===== src/mac_pkg.sv =====
`default_nettype none
// ****************************************************************
// shared constants of the selector / converter control
// ****************************************************************
package mac_pkg;
    // clock and link widths
    localparam int unsigned SYS_CLK_PERIOD_NS = 20;
    localparam int unsigned WORD_W            = 4;
    localparam int unsigned RES_W             = 12;
    localparam int unsigned NUM_CH            = 8;
    localparam int unsigned NUM_CH_SMALL      = 4;

    // input word layout, first bit shifted in ends at the top
    localparam int unsigned WORD_EN_BIT  = 3;
    localparam int unsigned WORD_ADDR_HI = 2;

    // conversion figures in shift clock cycles
    localparam logic [3:0] CONV_CYCLES  = 4'hC;
    localparam logic [3:0] LAST_BIT_IDX = 4'hB;
    localparam logic [3:0] TAIL_END     = 4'hC;

    // switch timing in ns, cycle counts rounded up
    localparam int unsigned SWITCH_OFF_DELAY_NS = 100;
    localparam int unsigned BREAK_INTERVAL_NS   = 150;
    localparam int unsigned CHANNEL_SETTLE_NS   = SWITCH_OFF_DELAY_NS + BREAK_INTERVAL_NS;
    localparam logic [7:0] SWITCH_OFF_CYC =
        8'((SWITCH_OFF_DELAY_NS + SYS_CLK_PERIOD_NS - 1) / SYS_CLK_PERIOD_NS);
    localparam logic [7:0] CHANNEL_SETTLE_CYC =
        8'((CHANNEL_SETTLE_NS + SYS_CLK_PERIOD_NS - 1) / SYS_CLK_PERIOD_NS);

    // synchroniser lanes and their reset levels (chip selects idle high)
    localparam int unsigned SYNC_W    = 5;
    localparam int unsigned L_CS_SEL  = 0;
    localparam int unsigned L_CS_CONV = 1;
    localparam int unsigned L_SCLK    = 2;
    localparam int unsigned L_DIN     = 3;
    localparam int unsigned L_CMP     = 4;
    localparam logic [4:0] SYNC_RST   = 5'h03;

    // reset values
    localparam logic [3:0]  WORD_RST = 4'h0;
    localparam logic [11:0] CODE_RST = 12'h000;
    localparam logic [7:0]  TMR_RST  = 8'h00;

    typedef enum logic [1:0] {SW_HOLD, SW_WAIT_OFF, SW_WAIT_ON} mac_sw_e;
    typedef enum logic [1:0] {CV_DOWN, CV_SAMPLE, CV_CONVERT, CV_TAIL} mac_cv_e;
endpackage : mac_pkg
`default_nettype wire


===== src/mac_muxed_adc_ctrl.sv =====
`timescale 1ns/1ps
`default_nettype none
// How it works
// with enable set, next three bits pick the channel; small variant only top bit 0
// enable clear: address ignored, every channel switched off
// result is unipolar straight binary, zero volts all zeros
// shared data wire is driven after select falls, before sixth falling edge
// host drives the shared wire only while select is high
// selector and converter selects act independently; repeat conversions on one channel
// after conversion, bias, comparator, reference released; LSB-first copy then zeroes
// converter select high: fully powered down, selector word still loads
// sampling from settle delay after select fall until second falling edge
// conversion lasts exactly twelve shift clock cycles from the hold edge
// sampling spans at least one and a half shift clock cycles
// at window end capacitor moves to negative input, conversion starts
// host keeps shift clock at or below 320kHz
// first word bit is enable; channel on after settle, off after off delay
// rising edges load word while select high, last four bits kept
// bits launched on falling shift edge, sampled on rising edge
// one null bit precedes the result; channel stays on until next select fall
// result sent MSB first then LSB-first copy; output off while select high
module mac_muxed_adc_ctrl
    import mac_pkg::*;
#(
    parameter bit EIGHT_CHANNELS = 1'b1
) (
    // clock and reset
    input  wire logic              sys_clk,
    input  wire logic              rstn,
    // serial link pins
    input  wire logic              selector_chip_select_n,
    input  wire logic              converter_chip_select_n,
    input  wire logic              shift_clk,
    input  wire logic              serial_in,
    output logic                   serial_out,
    output logic                   serial_out_oe,
    // analogue selector switches
    output logic [NUM_CH-1:0]      channel_on,
    // sample-and-hold and converter core
    input  wire logic              comparator_high,
    output logic                   sample_on,
    output logic                   cap_to_negative_input,
    output logic                   converter_power_on,
    output logic                   reference_connect,
    output logic [RES_W-1:0]       dac_trial_code
);

    // ****************************************************************
    // pin synchronisers
    // ****************************************************************
    logic [SYNC_W-1:0] pin_raw;
    logic [SYNC_W-1:0] s1_q, s2_q, s3_q, filt_q, filt_d, prev_q;

    assign pin_raw = {comparator_high, serial_in, shift_clk, converter_chip_select_n, selector_chip_select_n};

    // a change counts once second and third stage agree
    genvar gi;
    generate
        for (gi = 0; gi < SYNC_W; gi++) begin : g_filt
            assign filt_d[gi] = (s2_q[gi] == s3_q[gi]) ? s3_q[gi] : filt_q[gi];
        end
    endgenerate

    // three-stage chain, filtered level and its previous value
    always_ff @(posedge sys_clk or negedge rstn) begin
        if (!rstn) begin
            s1_q   <= SYNC_RST;
            s2_q   <= SYNC_RST;
            s3_q   <= SYNC_RST;
            filt_q <= SYNC_RST;
            prev_q <= SYNC_RST;
        end else begin
            s1_q   <= pin_raw;
            s2_q   <= s1_q;
            s3_q   <= s2_q;
            filt_q <= filt_d;
            prev_q <= filt_q;
        end
    end

    logic sclk_rise, sclk_fall, sel_fall, conv_fall, sel_high, conv_high;
    assign sclk_rise = filt_q[L_SCLK] & ~prev_q[L_SCLK];
    assign sclk_fall = ~filt_q[L_SCLK] & prev_q[L_SCLK];
    assign sel_fall  = ~filt_q[L_CS_SEL] & prev_q[L_CS_SEL];
    assign conv_fall = ~filt_q[L_CS_CONV] & prev_q[L_CS_CONV];
    assign sel_high  = filt_q[L_CS_SEL];
    assign conv_high = filt_q[L_CS_CONV];

    // ****************************************************************
    // selector: word capture and break-before-make
    // ****************************************************************
    logic [WORD_W-1:0] word_q, word_d, latched_q, latched_d;
    logic [NUM_CH-1:0] chan_q, chan_d, chan_pick;
    logic [7:0]        sw_tmr_q, sw_tmr_d;
    mac_sw_e           sw_q, sw_d;

    // decode of the latched word, one term per channel
    generate
        for (gi = 0; gi < NUM_CH; gi++) begin : g_dec
            assign chan_pick[gi] = latched_q[WORD_EN_BIT]
                                 && (latched_q[WORD_ADDR_HI:0] == 3'(gi))
                                 && (EIGHT_CHANNELS || (gi < NUM_CH_SMALL));
        end
    endgenerate

    always_comb begin
        word_d    = word_q;
        latched_d = latched_q;
        chan_d    = chan_q;
        sw_tmr_d  = sw_tmr_q;
        sw_d      = sw_q;
        if (sel_high && sclk_rise) begin
            word_d = {word_q[WORD_W-2:0], filt_q[L_DIN]};
        end
        if (sel_fall) begin
            latched_d = word_q;
            sw_tmr_d  = TMR_RST;
            sw_d      = SW_WAIT_OFF;
        end else begin
            unique case (sw_q)
                SW_HOLD: begin
                    sw_tmr_d = TMR_RST;
                end
                SW_WAIT_OFF: begin
                    sw_tmr_d = sw_tmr_q + 8'h01;
                    if (sw_tmr_d >= SWITCH_OFF_CYC) begin
                        chan_d = '0;
                        sw_d   = SW_WAIT_ON;
                    end
                end
                SW_WAIT_ON: begin
                    sw_tmr_d = sw_tmr_q + 8'h01;
                    if (sw_tmr_d >= CHANNEL_SETTLE_CYC) begin
                        chan_d = chan_pick;
                        sw_d   = SW_HOLD;
                    end
                end
            endcase
        end
    end

    // selector state registers
    always_ff @(posedge sys_clk or negedge rstn) begin
        if (!rstn) begin
            word_q    <= WORD_RST;
            latched_q <= WORD_RST;
            chan_q    <= '0;
            sw_tmr_q  <= TMR_RST;
            sw_q      <= SW_HOLD;
        end else begin
            word_q    <= word_d;
            latched_q <= latched_d;
            chan_q    <= chan_d;
            sw_tmr_q  <= sw_tmr_d;
            sw_q      <= sw_d;
        end
    end

    assign channel_on = chan_q;

    // ****************************************************************
    // converter: sample, successive approximation, serial return
    // ****************************************************************
    mac_cv_e           cv_q, cv_d;
    logic [7:0]        cv_tmr_q, cv_tmr_d;
    logic              fell_once_q, fell_once_d;
    logic              smp_q, smp_d;
    logic [RES_W-1:0]  code_q, code_d;
    logic [3:0]        idx_q, idx_d;
    logic              dout_q, dout_d, oe_q, oe_d;

    always_comb begin
        cv_d        = cv_q;
        cv_tmr_d    = cv_tmr_q;
        fell_once_d = fell_once_q;
        smp_d       = smp_q;
        code_d      = code_q;
        idx_d       = idx_q;
        dout_d      = dout_q;
        oe_d        = oe_q;
        if (conv_high) begin
            cv_d  = CV_DOWN;
            smp_d = 1'b0;
            oe_d  = 1'b0;
        end else if (conv_fall || cv_q == CV_DOWN) begin
            cv_d        = CV_SAMPLE;
            cv_tmr_d    = TMR_RST;
            fell_once_d = 1'b0;
            smp_d       = 1'b0;
            dout_d      = 1'b0;
        end else begin
            unique case (cv_q)
                CV_SAMPLE: begin
                    if (cv_tmr_q < CHANNEL_SETTLE_CYC) begin
                        cv_tmr_d = cv_tmr_q + 8'h01;
                    end else begin
                        smp_d = 1'b1;
                    end
                    if (sclk_fall) begin
                        oe_d   = 1'b1;
                        dout_d = 1'b0;
                        if (fell_once_q) begin
                            smp_d  = 1'b0;
                            cv_d   = CV_CONVERT;
                            code_d = {1'b1, {(RES_W-1){1'b0}}};
                            idx_d  = LAST_BIT_IDX;         // null bit now on the wire
                        end else begin
                            fell_once_d = 1'b1;
                        end
                    end
                end
                CV_CONVERT: begin
                    if (sclk_fall) begin
                        code_d[idx_q] = filt_q[L_CMP];
                        dout_d        = filt_q[L_CMP];
                        if (idx_q == 4'h0) begin
                            cv_d  = CV_TAIL;
                            idx_d = 4'h1;
                        end else begin
                            code_d[idx_q - 4'h1] = 1'b1;
                            idx_d = idx_q - 4'h1;
                        end
                    end
                end
                CV_TAIL: begin
                    if (sclk_fall) begin
                        if (idx_q < TAIL_END) begin
                            dout_d = code_q[idx_q];
                            idx_d  = idx_q + 4'h1;
                        end else begin
                            dout_d = 1'b0;
                        end
                    end
                end
                CV_DOWN: begin
                    smp_d = 1'b0;
                end
            endcase
        end
    end

    // converter state registers
    always_ff @(posedge sys_clk or negedge rstn) begin
        if (!rstn) begin
            cv_q        <= CV_DOWN;
            cv_tmr_q    <= TMR_RST;
            fell_once_q <= 1'b0;
            smp_q       <= 1'b0;
            code_q      <= CODE_RST;
            idx_q       <= 4'h0;
            dout_q      <= 1'b0;
            oe_q        <= 1'b0;
        end else begin
            cv_q        <= cv_d;
            cv_tmr_q    <= cv_tmr_d;
            fell_once_q <= fell_once_d;
            smp_q       <= smp_d;
            code_q      <= code_d;
            idx_q       <= idx_d;
            dout_q      <= dout_d;
            oe_q        <= oe_d;
        end
    end

    // analogue core controls follow the converter state
    assign sample_on             = smp_q;
    assign cap_to_negative_input = (cv_q == CV_CONVERT);
    assign converter_power_on    = (cv_q == CV_SAMPLE) || (cv_q == CV_CONVERT);
    assign reference_connect     = converter_power_on;
    assign dac_trial_code        = code_q;
    assign serial_out            = dout_q;
    assign serial_out_oe         = oe_q & ~conv_high;

endmodule : mac_muxed_adc_ctrl
`default_nettype wire


===== config.mk =====
export PLATFORM = sky130hd
export DESIGN_NAME = mac_muxed_adc_ctrl
export DESIGN_NICKNAME = d
export VERILOG_FILES = /design/src/mac_pkg.sv /design/src/mac_muxed_adc_ctrl.sv
export SDC_FILE = /design/constraint.sdc
export NUM_CORES = 1
export LEC_CHECK = 0
export BUFFER_PORTS_ARGS = -buffer_cell sky130_fd_sc_hd__buf_4
export CORE_ASPECT_RATIO = 0.8
export CORE_MARGIN = 2
export CORE_UTILIZATION = 45
export CTS_CLUSTER_DIAMETER = 30
export DETAILED_ROUTE_END_ITERATION = 10
export GPL_TIMING_DRIVEN = 0
export PLACE_DENSITY = 0.63
export SYNTH_ARGS = -nofsm -noshare
export SYNTH_HDL_FRONTEND = slang
export SYNTH_SLANG_ARGS = --single-unit

===== constraint.sdc =====
create_clock -name sys_clk -period 2.5 [get_ports sys_clk]
set_clock_uncertainty 0.1 [all_clocks]
set_input_delay 0.75 -clock sys_clk [delete_from_list [all_inputs] [get_ports sys_clk]]
set_output_delay 0.75 -clock sys_clk [all_outputs]
set_load 0.1 [all_outputs]

=== Word level (Yosys, flattened, before mapping) ===
Cells that the tools add are included.

* Register bits: 79
* Input bits: 7
* Output and inout bits: 26

* $add $sub $neg: 4
* Order comparisons: 8
* Eq/ne operators: 34
* Muxes and demuxes: 55
* Bitwise gates (word level): 12
* Reductions and logical operators: 39

{| class="wikitable"
|+ Operator list
! kind !! number
|-
| $mux W12 || 4
|-
| $mux W8 || 6
|-
| $pmux W8 S2 || 2
|-
| $mux W4 || 6
|-
| $pmux W12 S2 || 1
|-
| $mux W1 || 18
|-
| $mux W2 || 9
|-
| $add A8 B1 Y8 const B || 2
|-
| $ne A2 B2 Y1 const B || 7
|-
| $reduce_bool A2 Y1 || 7
|-
| $bwmux W12 || 1
|-
| $eq A3 B3 Y1 const B || 4
|-
| $ne A3 B3 Y1 const B || 4
|-
| $or A12 B12 Y12 || 1
|-
| $pmux W4 S3 || 1
|-
| $reduce_and A3 Y1 || 4
|-
| $reduce_bool A4 Y1 || 3
|-
| $logic_and A1 B1 Y1 || 11
|-
| $lt A4 B5 Y1 const B || 2
|-
| $reduce_and A5 Y1 || 2
|-
| $demux W1 S4 || 2
|-
| $ge A4 B1 Y1 const B || 2
|-
| $ge A8 B3 Y1 const B || 1
|-
| $ge A8 B4 Y1 const B || 1
|-
| other kinds (28) || 51
|}

=== Depth between registers and ports, before layout ===
Gate-level depths: netlist of run 1.

* Depth after elaboration: 9
* Gate-level depth with buffers: 9
* Gate-level depth less buffers: 7

=== Worst setup path after synthesis of run 1 ===
No wires, ideal clock.

* Path kind: reg-to-output
* Start: reg filt_q[1]
* End: out serial_out_oe
* Arrival time: 1.884 ns
* Required time: 1.650 ns
* Slack: -0.234 ns
* Cell stages (with the launch flop): 3
* Cell sequence: dfstp_2 -> buf_2 -> nor2b_1

* Longest elaborated chain between the ends: 2

{| class="wikitable"
|+ Ends and longest elaborated chain
! item !! RTL line !! RTL
|-
| start, declared || mac_muxed_adc_ctrl.sv:52 || <nowiki>logic [SYNC_W-1:0] s1_q, s2_q, s3_q, filt_q, filt_d, prev_q;</nowiki>
|-
| start signal, assigned || mac_muxed_adc_ctrl.sv:76 || <nowiki>filt_q <= filt_d;</nowiki>
|-
| $not A1 Y1 (no line) || -- ||
|-
| $and A1 B1 Y1 || mac_muxed_adc_ctrl.sv:272 || <nowiki>assign serial_out_oe = oe_q & ~conv_high;</nowiki>
|-
| end, declared || mac_muxed_adc_ctrl.sv:36 || <nowiki>output logic serial_out_oe,</nowiki>
|}

Every way passes these cells.

=== Worst setup path after layout of run 1 ===
* Start: reg cv_q[0]
* End: out reference_connect

* Longest elaborated chain between the ends: 2
* Elaborated cells on any way between the ends: 3

{| class="wikitable"
|+ Ends and longest elaborated chain
! item !! RTL line !! RTL
|-
| start, declared || mac_muxed_adc_ctrl.sv:164 || <nowiki>mac_cv_e cv_q, cv_d;</nowiki>
|-
| start signal, assigned || mac_muxed_adc_ctrl.sv:254 || <nowiki>cv_q <= cv_d;</nowiki>
|-
| $eq A2 B1 Y1 or $eq A2 B2 Y1 (tied branches) || mac_muxed_adc_ctrl.sv:268 || <nowiki>assign converter_power_on = (cv_q == CV_SAMPLE) || (cv_q == CV_CONVERT);</nowiki>
|-
| $logic_or A1 B1 Y1 (*) || mac_muxed_adc_ctrl.sv:268 ||
|-
| end, declared || mac_muxed_adc_ctrl.sv:44 || <nowiki>output logic reference_connect,</nowiki>
|}

Mark *: on every way between the ends. The rest lies on a longest branch, timed or not.

==> results of run 1 <==
[area by class of cell]
class                   count  area (sq um)  share of cell area
flip-flops and latches     79          1990               0.429
multi-input cells         249          1880               0.404
well taps                 112           140              0.0302
clock inverters             6          97.6              0.0210
clock buffers              10           138              0.0297
plain buffers              17          80.1              0.0173
repair buffers             32           244              0.0526
inverters                  19          71.3              0.0154
[worst max-delay path by stage]
stage	to	cells after the start
floorplan	dac_trial_code[10]	6
global placement	cv_q[0]	9
global route	reference_connect	4
detailed placement	cv_q[0]	9
CTS	reference_connect	4
finish	reference_connect	4
[power groups by stage]
stage	clock (mW)	sequential, mW	combinational (mW)
2_1_floorplan	0	1.92	1.09
3_3_place_gp	0	1.69	1.69
3_5_place_dp	0	1.70	1.71
4_1_cts	1.14	1.69	1.70
5_1_grt	1.19	1.73	1.86
6_report	1.10	1.69	1.73
[timing repair]
| action | CTS | global route |
|---|---|---|
| setup endpoints to repair | 7 | 11 |
| endpoints found under the hold margin | 0 | 0 |
| resized for setup | 2 | 8 |
[flip-flops by register name (all words and copies together), names as in the netlist]
signal / cells
channel_on: 8
cv_q: 2
cv_tmr_q: 8
dac_trial_code: 12
fell_once_q: 1
filt_q: 5
idx_q: 4
latched_q: 4
oe_q: 1
prev_q: 3
s1_q: 5
s2_q: 5
s3_q: 5
sample_on: 1
serial_out: 1
sw_q: 2
sw_tmr_q: 8
word_q: 4
[layer usage]
metal | wire length, um | vias up | global-route usage | share of wire
met3 | 403 | 6 | 0.0383 | 0.050
met5 | 0 | - | 0 | 0
met4 | 77 | 0 | 0.0552 | 0.0095
met1 | 4120 | 1414 | 0.283 | 0.51
met2 | 3490 | 74 | 0.256 | 0.43
li1 | - | 1387 | - | -
[Yosys cell counts, types with 2 or more instances]
cell type	n
dfrtp_1	69
nor2_1	33
o21ai_0	20
inv_1	19
ha_1	17
nand2_1	17
mux2_2	16
a21oi_1	15
clkbuf_1	14
mux2i_1	11
nand3_1	11
nor3_1	11
dfstp_2	10
a22o_1	9
nor2b_1	8
nand3b_1	7
xnor2_1	6
maj3_1	5
o22ai_1	5
a21o_1	4
a31oi_1	3
a32oi_1	3
and3_1	3
buf_2	3
mux4_2	3
nand2b_1	3
nor3b_1	3
a21boi_0	2
a311oi_1	2
and3_2	2
and3b_1	2
o2111ai_1	2
o21a_1	2
o31ai_1	2
xor2_1	2
[kinds of logic after synthesis]
family / count (synthesis)
AOI/OAI and AO/OA: 80
adders and majority gates: 22
xor gates and xnor gates: 8
muxes: 30
and+or+nand+nor: 109
buffers and inverters: 38
DFF: 79
[layout by cell type, fill, tap and decap left out, types with 7 or more instances in the layout]
cell,count
dfrtp_1,68
nor2_1,32
buf_4,32
o21ai_0,19
inv_1,18
nand2_1,17
mux2_2,16
a21oi_1,15
ha_1,15
clkbuf_1,11
nand3_1,11
mux2i_1,11
nor3_1,10
clkbuf_8,10
dfstp_2,10
a22o_1,9
nor2b_1,7
nand3b_1,7
==> out/results.ini, run 1 <==
[run_status]
outcome = complete, no violations

[sta]
slew_headroom = 0.342
rsz0062_at_grt = false
fmax_ghz = 0.416
slew_viol_final = 0
whs_ps = 255
layout_worst_path_cycle_share = 0.962
fin_crit_ps = 2400
tns_ps = 0
max_slew.worst_pin.slew_ps = 987
setup_ws_ps = 96.1
hold_viol_final = 0
setup_viol = 0

[place]
io_buffers = 32
hpwl_mm = 5.56
gp_congestion = 0.848
place_ws_ps = -99.2
postPlaceCellArea_sq_um = 4380
dp.cells = 510

[critical_path]
slowest_delay_ps = 410
startpoint = cv_q[0]
cp_slowest_cell = dfrtp_1
timing.rr.end = cv_q[1]
critical_path.startpoint_type = flip-flop
reg2reg_slack_ps = 150
path_max_fanout = 4
crit_path_cell_trace = inv_1 -> ha_2 -> buf_4 -> buf_6
arrival_ps = 1550
critical_path_class = flip-flop to output port
timing.rr.start = idx_q[1]
cp.required_ps = 1650
path_buf_inv = 3
cp_top_family = buffers and inverters
reg2reg_depth = 8
endpoint_kind = output port

[logic_synthesis]
yosys.area_share.simple = 0.144
async_flop_share = 1.00
synth_flop_cell = dfrtp_1
synth_xor_area_frac = 0.0175
syn_avg_cell_area_sq_um = 10.9
syn_nets = 390
ys_warn_count = 0
yosysTopAreaCell = dfrtp_1
synthMuxAreaShare = 0.0896
synth_top_area_frac = 0.432
synth_cells = 366
synth_cell_types = 57
synth_top_family_by_area = compound AO/OA/AOI/OAI gates
ys_ff_latch = 79
syn_area_sq_um = 3990
synth_compound_area_frac = 0.145
yosys-top-cells-area = dfrtp_1, dfstp_2, ha_1
synth_fa_ha_area_frac = 0.0658
ys_seq_area_frac = 0.498
synth_enable_flop_cells = 0

[global_routing]
grt_pass1_wl_mm = 13.6
grt_pass1_vias = 2699
grt-ovfl-total = 0
grt_max_degree = 80
grt_use_total = 0.183
antenna_found_initial = 0

[floorplan]
start_util = 0.467
dieArea_sq_um = 9650
pin_count = 33
die_w_um = 109
rows = 30
coreArea_sq_um = 8560
fp.dieH_um = 88.3

[power_and_ir_drop]
totalPowerFinal_mw = 4.52
ir_drop_mv = 0.500
switching_share = 0.403
p_leak_nw = 2.10
seq_power_share = 0.374
clockPowerShare = 0.243
power_density_nw_per_um2 = 974
p_int_mw = 2.70
power_frac_comb = 0.382
p_switching_mw = 1.82

[clocking]
cts_buffers = 9
clock_path_buffers = 2
ctsHoldBuffers = 0
cts-root-buf = clkbuf_8
worstSkewPairLatency_ps = 340
numClockSinks = 79
post_cts_buffers = 0
htree_levels = 3
clk_pin_slew_ps = 80
tritoncts = yes

[detailed_routing]
drc = 0
wire_per_inst_um = 15.4
routed-via-count = 2881
via_per_inst = 5.50
wl_mm = 8.09
detail-route-antenna-nets = 0
firstDrtPassIters = 4
drt_iter0_drc = 180

[finish]
nNetsFinal = 431
layout-drive-gt1-share = 0.255
fill_cells = 778
stdcell_area_sq_um = 4640
num_antenna_cells = 0
area_growth_pct = 16.1
instances_no_fill = 524
finish.utilization = 0.542

[job]
maxCapViolCount = 0

[worst_hold_path]
hold_path.class = flip-flop to flip-flop
hold_depth = 0
min_to = s2_q[3]
worstHoldStart = s1_q[3]

Note: power is estimated with default switching activity, not from simulation.
==> inputs of run 2 (changes only) <==
- CELL_PAD_IN_SITES_DETAIL_PLACEMENT: not set -> 1
- CELL_PAD_IN_SITES_GLOBAL_PLACEMENT: not set -> 2
- CORE_UTILIZATION: 45 -> 40
- PLACE_DENSITY: 0.63 -> 0.8
==> out/results.ini, run 2 (synthesis results as in run 1) <==
[place]
io_buffers = 32  ; unchanged
hpwl_mm = 6.73  ; +21%
postPlaceCellArea_sq_um = 4410  ; +0.69%
gp_congestion = 0.816  ; -3.8%
place_ws_ps = -318  ; -219 ps

[clocking]
clock_path_buffers = 2  ; unchanged
ctsHoldBuffers = 0  ; unchanged
cts-root-buf = clkbuf_16
tritoncts = yes
worstSkewPairLatency_ps = 340  ; about the same
cts_buffers = 9  ; unchanged
htree_levels = 3  ; unchanged
clk_pin_slew_ps = 70  ; about the same
numClockSinks = 79  ; unchanged

[floorplan]
pin_count = 33  ; unchanged
die_w_um = 116  ; +5.8%
dieArea_sq_um = 10800  ; +12%
coreArea_sq_um = 9690  ; +13%
start_util = 0.412  ; -0.0545
rows = 32  ; +6.7%
fp.dieH_um = 93.4  ; +5.8%

[job]
maxCapViolCount = 0  ; unchanged

[detailed_routing]
firstDrtPassIters = 4  ; unchanged
wire_per_inst_um = 17.3  ; +12%
via_per_inst = 5.32  ; -3.2%
detail-route-antenna-nets = 0  ; unchanged
drc = 0  ; unchanged
routed-via-count = 2911  ; +1.0%
wl_mm = 9.45  ; +17%
drt_iter0_drc = 151  ; -16%

[global_routing]
top_usage_layer = met1
grt_max_degree = 80  ; unchanged
antenna_found_initial = 0  ; unchanged
grt_pass1_vias = 3056  ; +13%
grt_pass1_wl_mm = 16.2  ; +19%
grt_use_total = 0.196  ; +0.0130
grt-ovfl-total = 0  ; unchanged
use_met3 = 0.0486  ; +0.0103
use_met1 = 0.298  ; +0.0159
use_met2 = 0.269  ; +0.0121

[critical_path]
cp.required_ps = 1650  ; about the same
arrival_ps = 1560  ; about the same
path_max_fanout = 5  ; +1
critical_path_class = flip-flop to output port
critical_path.startpoint_type = flip-flop
endpoint_kind = output port

[finish]
nNetsFinal = 430  ; -0.23%
layout-drive-gt1-share = 0.270  ; +0.0152
fill_cells = 1069  ; +37%
multiInputGateArea_sq_um = 1940  ; +3.2%
layout_common_cells = dfrtp_1, nor2_1, buf_4, o21ai_0, inv_1
stdcell_area_sq_um = 4810  ; +3.7%
final-seq-area_sq_um = 1990  ; +0.13%
num_antenna_cells = 0  ; unchanged
layout_commonest_cell = dfrtp_1
area_growth_pct = 20.4
largest_register_ffs = 12  ; unchanged

[sta]
fin_crit_ps = 2410  ; +6.58 ps
hold_viol_final = 0  ; unchanged
tns_ps = 0  ; unchanged
layout_worst_path_cycle_share = 0.964  ; +0.00263
whs_ps = 253  ; -1.77 ps
setup_viol = 0  ; unchanged
setup_ws_ps = 89.5  ; -6.58 ps
max_slew.worst_pin.slew_ps = 974  ; -12.9 ps
slew_viol_final = 0  ; unchanged
rsz0062_at_grt = true
fmax_ghz = 0.415  ; -0.27%
slew_headroom = 0.350  ; +0.00857

[power_and_ir_drop]
ir_drop_mv = 0.446  ; -11%
p_leak_nw = 2.14  ; +1.6%
power_density_nw_per_um2 = 1010  ; +4.1%

[run_status]
outcome = complete, no violations

[worst_hold_path]
hold_path.class = flip-flop to flip-flop

==> run 2: cell types whose count changed in the layout (fill, tap and decap cells not counted), moves of 2 or more <==
cell / before / now
clkbuf_1: 11 / 9
clkbuf_16: 0 / 9
clkbuf_8: 10 / 1
dfrtp_1: 68 / 66
dfrtp_2: 1 / 3
==> run 2: path summary, 6_finish.rpt <==
check                             from                 to  slack [ps]  cells past startpoint
max in group asynchronous         rstn           idx_q[0]        1140                      1
hold reg to reg                s1_q[3]            s2_q[3]         250                      0
setup reg to reg           sw_tmr_q[0]      channel_on[6]         130                      7
min in group asynchronous         rstn        cv_tmr_q[7]         460                      1
setup / recovery               cv_q[1]  reference_connect          90                      4
hold / removal                 s1_q[3]            s2_q[3]         250                      0
==> run 2: what timing repair did <==
| item | in CTS | in global routing |
|---|---|---|
| endpoints found under the setup margin | 14 | 26 |
| setup buffers | 0 | 0 |
| gates resized for setup | 4 | 21 |
| pin swaps | 0 | 2 |
==> run 2: area by class of cell <==
type,count,area share
sequential,79,0.415
multi-input combinational,249,0.403
timing repair buffer,32,0.0507
clock buffer,10,0.0497
tap,136,0.0354
buffer,16,0.0167
clock inverter,6,0.0156
inverter,19,0.0148
==> run 2: stage by stage <==
stage	total power, mW	cells	util
CTS	4.89	548	0.488
detailed placement	3.48	534	0.455
global route	5.17	547	0.496
finish	4.88	547	0.496
global placement	3.43	534	0.455
floorplan	3.01	366	-
==> run 2: layer usage <==
layer / wire [um] / vias up
li1: - / 1385
met1: 4890 / 1470
met2: 4030 / 47
met3: 407 / 9
met4: 112 / 0
met5: 0 / -
==> run 2: power breakdown <==
part | switching [mW] | internal (mW)
sequential | 0.213 | 1.49
combinational | 1.18 | 0.613
clock | 0.562 | 0.816
total | 1.95 | 2.92
==> run 2: critical path, stage by stage (launching register included) <==
cell,delay [ps]
dfrtp_1,410
inv_1,160
ha_2,330
buf_4,140
buf_6,170
==> inputs of run 3 (changes only) <==
- RECOVER_POWER: not set -> 25
==> out/results.ini, run 3 (synthesis results as in run 1) <==
[sta]
layout_worst_path_cycle_share = 0.964  ; about the same
fmax_ghz = 0.415  ; about the same
setup_viol = 0  ; unchanged
tns_ps = 0  ; unchanged
whs_ps = 253  ; -0.00500 ps
fin_crit_ps = 2410  ; -0.0261 ps
rsz0062_at_grt = true
slew_viol_final = 0  ; unchanged
hold_viol_final = 0  ; unchanged
slew_headroom = 0.350  ; about the same
max_slew.worst_pin.slew_ps = 974  ; -0.0198 ps

[global_routing]
grt_pass1_vias = 3056  ; unchanged
grt_use_total = 0.196  ; unchanged
grt-ovfl-total = 0  ; unchanged
grt_max_degree = 80  ; unchanged
antenna_found_initial = 0  ; unchanged
grt_pass1_wl_mm = 16.2  ; unchanged

[detailed_routing]
routed-via-count = 2914  ; +0.10%
drt_iter0_drc = 151  ; unchanged
firstDrtPassIters = 4  ; unchanged
detail-route-antenna-nets = 0  ; unchanged
via_per_inst = 5.33  ; +0.10%
wire_per_inst_um = 17.3  ; about the same
wl_mm = 9.45  ; about the same
drc = 0  ; unchanged

[clocking]
tritoncts = yes
htree_levels = 3  ; unchanged
cts_buffers = 9  ; unchanged
worstSkewPairLatency_ps = 340  ; about the same
clock_path_buffers = 2  ; unchanged
numClockSinks = 79  ; unchanged
cts-root-buf = clkbuf_16
clk_pin_slew_ps = 70  ; about the same
ctsHoldBuffers = 0  ; unchanged

[critical_path]
critical_path_class = flip-flop to output port
cp_slowest_cell = dfrtp_1
reg2reg_slack_ps = 130  ; about the same
cp.required_ps = 1650  ; about the same
reg2reg_depth = 7  ; unchanged
critical_path.startpoint_type = flip-flop
arrival_ps = 1560  ; about the same
slowest_delay_ps = 410  ; about the same
cp_top_family = buffers and inverters
timing.rr.start = sw_tmr_q[0]
timing.rr.end = channel_on[6]
crit_path_cell_trace = inv_1 -> ha_2 -> buf_4 -> buf_6
endpoint_kind = output port
path_buf_inv = 3  ; unchanged
path_max_fanout = 5  ; unchanged

[worst_hold_path]
worstHoldStart = s1_q[3]
min_to = s2_q[3]
hold_path.class = flip-flop to flip-flop
hold_depth = 0  ; unchanged

[power_and_ir_drop]
power_density_nw_per_um2 = 1010  ; about the same
p_leak_nw = 2.13  ; -0.26%
ir_drop_mv = 0.446  ; about the same
totalPowerFinal_mw = 4.87  ; about the same

[finish]
fill_cells = 1070  ; +0.094%
largest_register_ffs = 12  ; unchanged
layout_common_cells = dfrtp_1, nor2_1, buf_4, o21ai_0, inv_1
num_antenna_cells = 0  ; unchanged
nNetsFinal = 430  ; unchanged
area_growth_pct = 20.3  ; about the same
layout_commonest_cell = dfrtp_1
layout-drive-gt1-share = 0.263  ; -0.00730

[floorplan]
fp.dieH_um = 93.4  ; unchanged
coreArea_sq_um = 9690  ; unchanged
start_util = 0.412  ; unchanged
die_w_um = 116  ; unchanged
pin_count = 33  ; unchanged
rows = 32  ; unchanged
dieArea_sq_um = 10800  ; unchanged

[job]
maxCapViolCount = 0  ; unchanged

[place]
io_buffers = 32  ; unchanged
gp_congestion = 0.816  ; unchanged
hpwl_mm = 6.73  ; unchanged

[run_status]
outcome = complete, no violations

run 3: changes by cell type in the layout (fill, tap and decap cells not counted), sizes merged:
cell / before / now
clkbuf: 20 / 25
buf: 38 / 33
run 3: worst reg2reg max path: cells and delay by family (launching register included):
family	cells	cell delay [ps]
and+or+nand+nor	1	160
muxes	1	380
buffers and inverters	1	130
DFF	1	450
adders and majority gates	1	230
AOI/OAI and AO/OA	3	790
run 3: cell type report:
cell class	count	area, sq um	area share
Buffer	16	80.1	0.0167
Clock buffer	10	239	0.0497
Clock inverter	6	75.1	0.0156
Inverter	19	71.3	0.0148
Multi-Input combinational cell	249	1940	0.403
Sequential cell	79	1990	0.415
Tap cell	136	170	0.0354
Timing Repair Buffer	32	240	0.0500
run 3: routing by layer:
metal / up-vias / track usage / share of wire
met1: 1470 / 0.298 / 0.52
li1: 1385 / - / -
met5: - / 0 / 0
met4: 0 / 0.0645 / 0.012
met3: 9 / 0.0486 / 0.044
met2: 50 / 0.269 / 0.43
run 3: power breakdown:
group | switching (mW) | total [mW] | internal, mW
clock network | 0.562 | 1.38 | 0.816
logic | 1.18 | 1.79 | 0.612
registers | 0.213 | 1.71 | 1.49
run 3: per-stage QoR:
| stage | area, sq um | util | instances | setup WS [ps] |
|---|---|---|---|---|
| floorplan | 4000 | - | 366 | 38.4 |
| global placement | 4410 | 0.455 | 534 | -289 |
| detailed placement | 4410 | 0.455 | 534 | -318 |
| CTS | 4730 | 0.488 | 548 | 4.94 |
| global route | 4800 | 0.496 | 547 | -7.92 |
| finish | 4800 | 0.496 | 547 | 89.6 |
run 3: how the worst max path moves through the flow:
stage,startpoint,slack (ps),cells after the start,endpoint
finish,cv_q[1],90,4,reference_connect
global route,cv_q[1],-8,9,dac_trial_code[8]
CTS,cv_q[1],5,8,idx_q[1]
detailed placement,idx_q[0],-320,9,dac_trial_code[4]
global placement,idx_q[0],-290,9,cv_q[0]
floorplan,cv_q[0],40,6,dac_trial_code[10]
run 3: repair_timing:
action | 4_1_cts | 5_1_grt
endpoints found under the setup margin | 14 | 26
pin swaps | 0 | 2
gates resized for setup | 4 | 21
setup buffers | 0 | 0
